**config.mk**
```make
export PLATFORM = sky130hd
export DESIGN_NAME = internal_clock_pll_select
export DESIGN_NICKNAME = d
export VERILOG_FILES = /design/src/inc/clk_sel_pkg.sv /design/src/rtl/ready_timer.sv /design/src/rtl/internal_clock_pll_select.sv
export VERILOG_INCLUDE_DIRS = /design/src /design/src/inc
export SDC_FILE = /design/constraint.sdc
export NUM_CORES = 1
export LEC_CHECK = 0
export BUFFER_PORTS_ARGS = -buffer_cell sky130_fd_sc_hd__buf_4
export CELL_PAD_IN_SITES_DETAIL_PLACEMENT = 1
export CELL_PAD_IN_SITES_GLOBAL_PLACEMENT = 1
export CORE_ASPECT_RATIO = 1.2
export CORE_MARGIN = 4
export CORE_UTILIZATION = 40
export CTS_CLUSTER_SIZE = 16
export DETAILED_ROUTE_END_ITERATION = 12
export GPL_TIMING_DRIVEN = 0
export MAX_ROUTING_LAYER = met4
export PLACE_DENSITY = 0.81
export SYNTH_ARGS = -nofsm -noshare
export SYNTH_HDL_FRONTEND = slang
export SYNTH_SLANG_ARGS = --single-unit
```
**constraint.sdc**
```tcl
create_clock -name mclk -period 2.05 [get_ports mclk]
set_clock_uncertainty 0.1 [all_clocks]
set_input_delay 0.41 -clock mclk [delete_from_list [all_inputs] [get_ports mclk]]
set_output_delay 0.41 -clock mclk [all_outputs]
set_load 0.01 [all_outputs]
```
**src/inc/clk_sel_defines.svh**
```systemverilog
// register offsets, field positions, reset values and timing counts
// for the internal clock and pll select block; definitions only
`ifndef CLK_SEL_DEFINES_SVH
`define CLK_SEL_DEFINES_SVH

// ****************************************
// register map
// ****************************************
`define OFS_OSC_CONTROL   8'h00
`define OFS_OSC_STATUS    8'h01
`define OFS_OSC_AUX       8'h02

// ****************************************
// osc_control_reg and aux register fields
// ****************************************
`define CTL_SPLL_BIT      7
`define CTL_IFS_HI        6
`define CTL_IFS_LO        3
`define CTL_SYS_SEL_HI    1
`define CTL_SYS_SEL_LO    0
`define AUX_TOSC_BIT      0

// ****************************************
// oscillator_status fields
// ****************************************
`define ST_SOSC_RDY       7
`define ST_PLL_RDY        6
`define ST_STARTUP        5
`define ST_HF_RDY         4
`define ST_HF_LOCKED      3
`define ST_MF_RDY         2
`define ST_LF_RDY         1
`define ST_HF_STABLE      0

// ****************************************
// field codes and reset values
// ****************************************
`define IFS_RESET         4'h7
`define IFS_8MHZ          4'hE
`define IFS_LF_LIMIT      4'h2
`define IFS_HF_ALT        4'h3
`define SYS_SEL_CONFIG    2'h0
`define SYS_SEL_SECONDARY 2'h1
`define CFG_OSC_INTERNAL  3'h4
`define BYTE_ZERO         8'h00

// ****************************************
// timing, in ns, and derived cycle counts
// ****************************************
`define CLK_PERIOD_NS     8
`define PLL_LOCK_NS       2000
`define HF_LOCK_NS        1000
`define HF_STABLE_NS      4000
`define NS_TO_CYC(t)      (((t) + `CLK_PERIOD_NS - 1) / `CLK_PERIOD_NS)
`define PLL_LOCK_CYC      `NS_TO_CYC(`PLL_LOCK_NS)
`define HF_LOCK_CYC       `NS_TO_CYC(`HF_LOCK_NS)
`define HF_STABLE_CYC     `NS_TO_CYC(`HF_STABLE_NS)

`endif

```
**src/inc/clk_sel_pkg.sv**
```systemverilog
// types shared by the clock select block
// needs nothing from its surroundings
package clk_sel_pkg;

  // ****************************************
  // system clock source, one-hot
  // ****************************************
  typedef enum logic [2:0] {
    SRC_CONFIG    = 3'b001,
    SRC_SECONDARY = 3'b010,
    SRC_INTERNAL  = 3'b100
  } osc_src_t;

  // ****************************************
  // internal oscillator behind the mux, one-hot
  // ****************************************
  typedef enum logic [2:0] {
    PICK_LF = 3'b001,
    PICK_MF = 3'b010,
    PICK_HF = 3'b100
  } int_osc_t;

endpackage

```
**src/rtl/ready_timer.sv**
```systemverilog
// delay timer: flags done once its enable has held for CYCLES clocks
// assumes a synchronous active-low reset and one clock
`timescale 1ns/1ns

module ready_timer
#(
  parameter int CYCLES = 16
)
(
  input  wire logic mclk,
  input  wire logic rst_b,
  input  wire logic run,
  output logic      done_r
);

  localparam int W = $clog2(CYCLES + 1);
  localparam logic [W-1:0] LAST = W'(CYCLES - 1);

  logic [W-1:0] cnt_r;
  logic [W-1:0] cnt_nxt;
  logic         done_nxt;

  // dropping the enable restarts the wait from zero
  always_comb
  begin
    cnt_nxt  = cnt_r;
    done_nxt = done_r;
    if (!run)
    begin
      cnt_nxt  = '0;
      done_nxt = 1'b0;
    end
    else if (!done_r)
    begin
      if (cnt_r == LAST)
        done_nxt = 1'b1;
      else
        cnt_nxt = cnt_r + W'(1);
    end
  end

  always_ff @(posedge mclk)
  begin
    if (!rst_b)
    begin
      cnt_r  <= '0;
      done_r <= 1'b0;
    end
    else
    begin
      cnt_r  <= cnt_nxt;
      done_r <= done_nxt;
    end
  end

endmodule

```
**src/rtl/internal_clock_pll_select.sv**
```systemverilog
// system clock source select with 4x pll enable and oscillator status
// assumes one 125 MHz clock, synchronous active-low reset, and
// oscillator running levels already synchronous to mclk
//
// Summary of operation
// 32 MHz clock: internal oscillator output through the 4x pll.
// configuration select 100 picks the internal oscillator as source.
// runtime select 00 uses the clock the configuration select names.
// frequency select 1110 feeds the 8 MHz oscillator output to the pll.
// pll runs when software enable or configuration enable is set.
// configuration enable forces pll on; software enable then has no effect.
// runtime select 1x keeps the pll off the internal oscillator path.
// read-only 8-bit status: ready, lock, stable and start-up flags.
// secondary ready follows oscillator when enabled, else reads 1.
// locked at 2 percent, stable at 0.5 percent, start-up shows source.
// any reset loads frequency select with 0111, 500 kHz.
// mux picks among high, medium and low frequency internal oscillators.
`timescale 1ns/1ns
`include "clk_sel_defines.svh"

module internal_clock_pll_select
  import clk_sel_pkg::*;
(
  input  wire logic       mclk,
  input  wire logic       rst_b,
  input  wire logic [7:0] addr,
  input  wire logic [7:0] wr_data,
  input  wire logic       wr_en,
  input  wire logic       rd_en,
  output logic      [7:0] rd_data_r,
  input  wire logic [2:0] cfg_osc_select,
  input  wire logic       cfg_pll_enable,
  input  wire logic       sec_osc_running,
  input  wire logic       hf_osc_running,
  input  wire logic       mf_osc_running,
  input  wire logic       lf_osc_running,
  output osc_src_t        src_sel_r,
  output int_osc_t        int_osc_pick_r,
  output logic      [3:0] int_freq_code_r,
  output logic            pll_on_r,
  output logic            pll_in_path_r,
  output logic            clk_32m_r
);

  // ****************************************
  // software registers
  // ****************************************
  logic       sw_pll_enable_r;
  logic [3:0] int_freq_select_r;
  logic [1:0] sys_clk_select_r;
  logic       timer_osc_enable_r;
  logic       sw_pll_enable_nxt;
  logic [3:0] int_freq_select_nxt;
  logic [1:0] sys_clk_select_nxt;
  logic       timer_osc_enable_nxt;
  logic [7:0] rd_data_nxt;
  logic [7:0] oscillator_status;
  logic [7:0] ctl_view;

  always_comb
  begin
    sw_pll_enable_nxt    = sw_pll_enable_r;
    int_freq_select_nxt  = int_freq_select_r;
    sys_clk_select_nxt   = sys_clk_select_r;
    timer_osc_enable_nxt = timer_osc_enable_r;
    if (wr_en && addr == `OFS_OSC_CONTROL)
    begin
      sw_pll_enable_nxt   = wr_data[`CTL_SPLL_BIT];
      int_freq_select_nxt = wr_data[`CTL_IFS_HI:`CTL_IFS_LO];
      sys_clk_select_nxt  = wr_data[`CTL_SYS_SEL_HI:`CTL_SYS_SEL_LO];
    end
    if (wr_en && addr == `OFS_OSC_AUX)
      timer_osc_enable_nxt = wr_data[`AUX_TOSC_BIT];
  end

  // status writes are dropped: the register is read-only
  always_comb
  begin
    ctl_view = `BYTE_ZERO;
    ctl_view[`CTL_SPLL_BIT]           = sw_pll_enable_r;
    ctl_view[`CTL_IFS_HI:`CTL_IFS_LO] = int_freq_select_r;
    ctl_view[`CTL_SYS_SEL_HI:`CTL_SYS_SEL_LO] = sys_clk_select_r;
    rd_data_nxt = `BYTE_ZERO;
    if (rd_en)
    begin
      unique case (addr)
        `OFS_OSC_CONTROL: rd_data_nxt = ctl_view;
        `OFS_OSC_STATUS:  rd_data_nxt = oscillator_status;
        `OFS_OSC_AUX:     rd_data_nxt = {7'h00, timer_osc_enable_r};
        default:          rd_data_nxt = `BYTE_ZERO;
      endcase
    end
  end

  always_ff @(posedge mclk)
  begin
    if (!rst_b)
    begin
      sw_pll_enable_r    <= 1'b0;
      int_freq_select_r  <= `IFS_RESET;
      sys_clk_select_r   <= `SYS_SEL_CONFIG;
      timer_osc_enable_r <= 1'b0;
      rd_data_r          <= `BYTE_ZERO;
    end
    else
    begin
      sw_pll_enable_r    <= sw_pll_enable_nxt;
      int_freq_select_r  <= int_freq_select_nxt;
      sys_clk_select_r   <= sys_clk_select_nxt;
      timer_osc_enable_r <= timer_osc_enable_nxt;
      rd_data_r          <= rd_data_nxt;
    end
  end

  // ****************************************
  // source select and pll control
  // ****************************************
  osc_src_t   src_nxt;
  int_osc_t   pick_nxt;
  logic       pll_on_nxt;
  logic       path_nxt;
  logic       fast_nxt;
  logic       pll_rdy;
  logic       hf_locked;
  logic       hf_stable;

  always_comb
  begin
    // runtime select 00 defers to the configuration word
    if (sys_clk_select_r == `SYS_SEL_CONFIG)
      src_nxt = (cfg_osc_select == `CFG_OSC_INTERNAL) ? SRC_INTERNAL
                                                      : SRC_CONFIG;
    else if (sys_clk_select_r == `SYS_SEL_SECONDARY)
      src_nxt = SRC_SECONDARY;
    else
      src_nxt = SRC_INTERNAL;
    // duplicate codes trade power against switch time
    if (int_freq_select_r < `IFS_LF_LIMIT)
      pick_nxt = PICK_LF;
    else if (int_freq_select_r[3] || int_freq_select_r == `IFS_HF_ALT)
      pick_nxt = PICK_HF;
    else
      pick_nxt = PICK_MF;
    // configuration enable cannot be overridden by software
    pll_on_nxt = cfg_pll_enable | sw_pll_enable_r;
    // pll only multiplies the internal oscillator under select 00
    path_nxt = pll_on_nxt && (sys_clk_select_r == `SYS_SEL_CONFIG);
    fast_nxt = path_nxt && src_nxt == SRC_INTERNAL
               && int_freq_select_r == `IFS_8MHZ && pll_rdy;
  end

  always_ff @(posedge mclk)
  begin
    if (!rst_b)
    begin
      src_sel_r       <= SRC_CONFIG;
      int_osc_pick_r  <= PICK_MF;
      int_freq_code_r <= `IFS_RESET;
      pll_on_r        <= 1'b0;
      pll_in_path_r   <= 1'b0;
      clk_32m_r       <= 1'b0;
    end
    else
    begin
      src_sel_r       <= src_nxt;
      int_osc_pick_r  <= pick_nxt;
      int_freq_code_r <= int_freq_select_r;
      pll_on_r        <= pll_on_nxt;
      pll_in_path_r   <= path_nxt;
      clk_32m_r       <= fast_nxt;
    end
  end

  // ****************************************
  // ready and accuracy timers
  // ****************************************
  ready_timer #(.CYCLES(`PLL_LOCK_CYC)) u_pll_timer
  (
    .mclk   (mclk),
    .rst_b  (rst_b),
    .run    (pll_on_r),
    .done_r (pll_rdy)
  );

  ready_timer #(.CYCLES(`HF_LOCK_CYC)) u_hf_lock_timer
  (
    .mclk   (mclk),
    .rst_b  (rst_b),
    .run    (hf_osc_running),
    .done_r (hf_locked)
  );

  ready_timer #(.CYCLES(`HF_STABLE_CYC)) u_hf_stable_timer
  (
    .mclk   (mclk),
    .rst_b  (rst_b),
    .run    (hf_osc_running),
    .done_r (hf_stable)
  );

  always_comb
  begin
    oscillator_status = `BYTE_ZERO;
    oscillator_status[`ST_SOSC_RDY]  = timer_osc_enable_r ? sec_osc_running
                                                          : 1'b1;
    oscillator_status[`ST_PLL_RDY]   = pll_rdy;
    oscillator_status[`ST_STARTUP]   = (src_sel_r == SRC_CONFIG);
    oscillator_status[`ST_HF_RDY]    = hf_osc_running;
    oscillator_status[`ST_HF_LOCKED] = hf_locked;
    oscillator_status[`ST_MF_RDY]    = mf_osc_running;
    oscillator_status[`ST_LF_RDY]    = lf_osc_running;
    oscillator_status[`ST_HF_STABLE] = hf_stable;
  end
endmodule

```
==> run summary <==
The core box area came out at between 5000 and 6000 sq um. The cell taking the most area after synthesis is sky130_fd_sc_hd__dfxtp_1. The headroom to the max-slew limit came out at between 60% and 70%. The worst hold path begins at addr[1]. The estimated wirelength of the detail-placed design is 4240 um. The total of endpoints with negative setup slack in the final report is 0.

The share of total power dissipated in combinational logic is under 10%. The leakage power of the design came out at around 1.1 nW. Sequential cells account for 56.1% of the total power. The final weighted congestion in routability-driven placement is just under 0.8.

The fraction of the core area covered by cells at the end of the flow is between 50% and 60%. Setup repair after global routing left no endpoint under its margin. For flop-to-flop paths, the worst setup slack is around 0.37 ns. Along the worst path, the maximum fanout reaches 6. The gate count after technology mapping is around 250.

The DRC violation count after routing came out at 0. The maximum level of the CTS H-tree is 2. The fraction of registers with async set or reset after synthesis came out at 0%. The number of enable flip-flop cells after synthesis came out at 0.

The met1 routing resource usage after global routing came out at 19.2%. The number of sinks driven by the clock tree came out at 56. The antenna violation net count after detailed routing came out at 0.

On the critical path, the stage with the largest delay is an instance of sky130_fd_sc_hd__or4_4. The clock transition at the register clock pins on the worst setup and hold paths after CTS came out at 0.10 ns. The kind of critical path is input pin to flip-flop. The clock latency on the worst-skew pair is 0.32 ns. The summed area of non-filler cells in the final layout came out at around 2900 sq um. TritonCTS built the clock tree. The worst path arrival time came out at slightly below 2 ns. The Yosys warning count is 0. The final max-slew violation count came to 0.

The total of buffers placed on input and output ports is 47. By area the synthesized netlist is led by sky130_fd_sc_hd__dfxtp_1 (48%), sky130_fd_sc_hd__mux2i_1 (7.3%), sky130_fd_sc_hd__nand2_1 (4.8%), sky130_fd_sc_hd__a21oi_1 (3.0%), sky130_fd_sc_hd__ha_1 (2.7%). 0 antenna diodes ended up in the layout. In this run the critical register-to-register path is captured at u_hf_lock_timer.cnt_r[0]. The remaining global-route overflow is 0. The largest delay contributor family on the critical path is simple AND/OR/NAND/NOR gates.

The initial antenna violation count is 0. The netlist uses 42 different library cells. The synthesized flop and latch total came out at 56. The tool flagged a number of max-cap violations equal to 0. Of the total power, the clock network draws around two fifths. The die area is between 7000 and 8000 sq um. The count of final hold-check violations is 0.

The number of instances in the placed design came out at about 380. The total power density per cell area came out at between 600 and 700 nW/um^2. The y dimension of the die came out at around 92 um. Timing analysis after detailed placement gives a worst setup slack of -0.0849 ns. In the global route stage, met3 resource usage came out at roughly 4.2%. The maximum operating frequency is between 500 and 600 MHz.

Walking the worst path, the cells encountered are buf_4 > or4_4 > or4_1 > buf_2 > nor2_1. The combined global-route utilization of all metal layers is between 15 and 20%. The number of top-level pins is between 40 and 50. The via count of the first global-routing pass is around 2100. The worst path setup slack after routing is about 0.24 ns. The post-cts resize count came out at 0.

The proportion of synthesized chip area in sequential cells is between 40% and 50%. The worst reg-to-reg path cell count is 5. The total routed wirelength is 5650 um. The worst setup path is launched from an input pin. The initial detailed-routing violation count is 46. The met2 usage in global routing came out at a little under a third.

The routed wirelength normalized by instance count came out at approximately 15 um. The number of buffer and inverter instances along the worst setup path came out at 2. In this run the number of cells on the critical path is 5.

The worst IR drop on VDD is ~0.00038 V. The synthesized netlist net count is 281. The instance area at placement came out at between 2000 and 3000 sq um. The tightest hold margin is 0.206 ns.

The share of the synthesized area in the top cell type came out at approximately half. The layout cell share with drive strength beyond 1 is approximately 22%. Before antenna repair, the detailed router went through 4 iterations. The hold path depth came out at 2.

Dividing the synthesized area by the synthesized cell count gives ~9.4 sq um. Across all layers, the routed design uses around 2000 vias. The worst setup path is captured at a flip-flop.

The clock root buffer is sky130_fd_sc_hd__clkbuf_8. The per-cell via count in the routed design is 5.18. For hold timing, the worst endpoint is rd_data_r[2]. The net switching power figure came out at about 0.44 mW. The netlist area before placement is between 2000 and 2500 sq um. The number of buffers between clock root and the deepest sink came out at 2. The number of non-filler instances in the completed layout is around 380.

The number of buffers added by the clock tree synthesis step is 5. The internal power came out at approximately 1.5 mW. The number of hold-repair buffers added at the cts stage is 0.

The startpoint identified for the worst register-to-register timing path is u_hf_lock_timer.cnt_r[0]. Subtracting the final worst setup slack from the clock period gives approximately 1.8 ns. The final critical path takes up between 80% and 90% of the cycle. The layout overhead on the synthesized area is 24.4%. The row count came out at 30. Of the total power, the share spent switching nets is around 23%.

In the synthesized netlist the dominant register cell turns out to be sky130_fd_sc_hd__dfxtp_1. The flow ran to the end, and the final reports show no timing, DRC or antenna violations. For this run, the slowest stage of the critical path takes 0.57 ns. The slew at the pin with the worst max-slew slack is between 0.4 and 0.5 ns. After global routing, the most crowded layer is met2.

The final-stage net count came out at between 300 and 400. The buffer count from post-CTS setup fixing is 0. The chip width came out at between 70 and 80 um. Entering global routing, the biggest net connects 19 pins.

The type of the worst min-delay path is input pin to flip-flop. The required time of the critical path is about 2.2 ns. The wire length of the first global-routing pass is 9800 um. The initial cell density of the core came out at 41.1%.
[placed cells by master, fill, tap and decap left out, types with 6 or more instances in the layout]
cell and count:
sky130_fd_sc_hd__mux2i_1 17, sky130_fd_sc_hd__nor2_1 16, sky130_fd_sc_hd__buf_4 48, sky130_fd_sc_hd__inv_1 9, sky130_fd_sc_hd__or3_1 7, sky130_fd_sc_hd__dfxtp_1 56
sky130_fd_sc_hd__nand2b_1 10, sky130_fd_sc_hd__nand3_1 6, sky130_fd_sc_hd__o21ai_0 11, sky130_fd_sc_hd__a21oi_1 14, sky130_fd_sc_hd__nand2_1 30
[power by group through the flow]
stage | combinational (mW) | sequential (mW) | clock, mW
after floorplan | 0.0485 | 1.13 | 0
after global placement | 0.109 | 1.13 | 0
after detailed placement | 0.113 | 1.13 | 0
after CTS | 0.114 | 1.11 | 0.766
after global routing | 0.125 | 1.11 | 0.805
final | 0.112 | 1.11 | 0.751
[synth_stat cells, types with 2 or more instances]
master                     number
sky130_fd_sc_hd__nor2b_1        4
sky130_fd_sc_hd__xor2_1         4
sky130_fd_sc_hd__nand4_1        3
sky130_fd_sc_hd__and2_1         2
sky130_fd_sc_hd__nand2b_1      10
sky130_fd_sc_hd__nor3b_1        3
sky130_fd_sc_hd__nor2_1        16
sky130_fd_sc_hd__inv_1          9
sky130_fd_sc_hd__nor3_1         4
sky130_fd_sc_hd__nand3b_1       2
sky130_fd_sc_hd__ha_1           5
sky130_fd_sc_hd__o41ai_1        2
sky130_fd_sc_hd__o31ai_1        2
sky130_fd_sc_hd__or3_1          7
sky130_fd_sc_hd__dfxtp_1       56
sky130_fd_sc_hd__mux2i_1       17
sky130_fd_sc_hd__a21oi_1       14
sky130_fd_sc_hd__mux2_2         3
sky130_fd_sc_hd__nand3_1        6
sky130_fd_sc_hd__a211oi_1       3
sky130_fd_sc_hd__o21ai_0       11
sky130_fd_sc_hd__and4_1         3
sky130_fd_sc_hd__or4_1          4
sky130_fd_sc_hd__nand4b_1       4
sky130_fd_sc_hd__nand2_1       30
sky130_fd_sc_hd__clkbuf_1       5
sky130_fd_sc_hd__or2_2          4
[stage by stage]
step,power (mW),setup TNS [ns]
6_report,1.97,0
5_1_grt,2.04,0
4_1_cts,1.98,0
3_5_place_dp,1.24,-0.408
3_3_place_gp,1.24,-0.362
2_1_floorplan,1.18,0
[area by class of cell]
| type | count | area, sq um |
|---|---|---|
| Sequential cell | 56 | 1120 |
| Buffer | 7 | 31.3 |
| Fill cell | 670 | 2770 |
| Multi-Input combinational cell | 176 | 1140 |
| Inverter | 9 | 33.8 |
| Timing Repair Buffer | 47 | 353 |
| Tap cell | 80 | 100 |
| Clock buffer | 5 | 68.8 |
| Clock inverter | 3 | 46.3 |
[per-layer routing]
layer | part of all wire (%) | vias to the layer above
li1 | - | 986
met3 | 4.7 | 7
met5 | 0 | -
met2 | 51 | 42
met4 | 1.9 | 0
met1 | 42 | 948
[cells by family after synthesis]
group,count (synthesis),synth area share (%)
simple gates,109,26.2
flops,56,48.1
compound gates,37,9.51
mux,20,8.76
buf+inv,16,2.79
xor+xnor,5,1.88
fa+ha+maj,5,2.69
[state kept, by name, summed over array words and instances (netlist names), 2 cells and up]
| signal | count |
|---|---|
| int_freq_select_r | 4 |
| u_hf_stable_timer.cnt_r | 9 |
| src_sel_r | 3 |
| u_pll_timer.cnt_r | 8 |
| sys_clk_select_r | 2 |
| int_freq_code_r | 4 |
| rd_data_r | 8 |
| int_osc_pick_r | 3 |
| u_hf_lock_timer.cnt_r | 7 |
[worst reg2reg max path: cells and delay by family (launching register included)]
kind                       cells  cell delay [ns]
buffers and inverters          1             0.09
AOI/OAI and AO/OA              1             0.34
and+or+nand+nor                1             0.21
DFF                            1             0.44
adders and majority gates      1             0.21
muxes                          1             0.22
[worst max path at each step]
stage | slack (ns) | startpoint | end
2_1_floorplan | 0.16 | addr[3] | int_freq_select_r[0]
5_1_grt | 0.16 | addr[3] | rd_data_r[4]
6_report | 0.24 | addr[3] | rd_data_r[4]
4_1_cts | 0.25 | addr[3] | rd_data_r[4]
3_3_place_gp | -0.08 | addr[3] | int_freq_select_r[2]
3_5_place_dp | -0.08 | addr[3] | int_freq_select_r[1]
No activity file was read; power rests on OpenSTA's default activity.
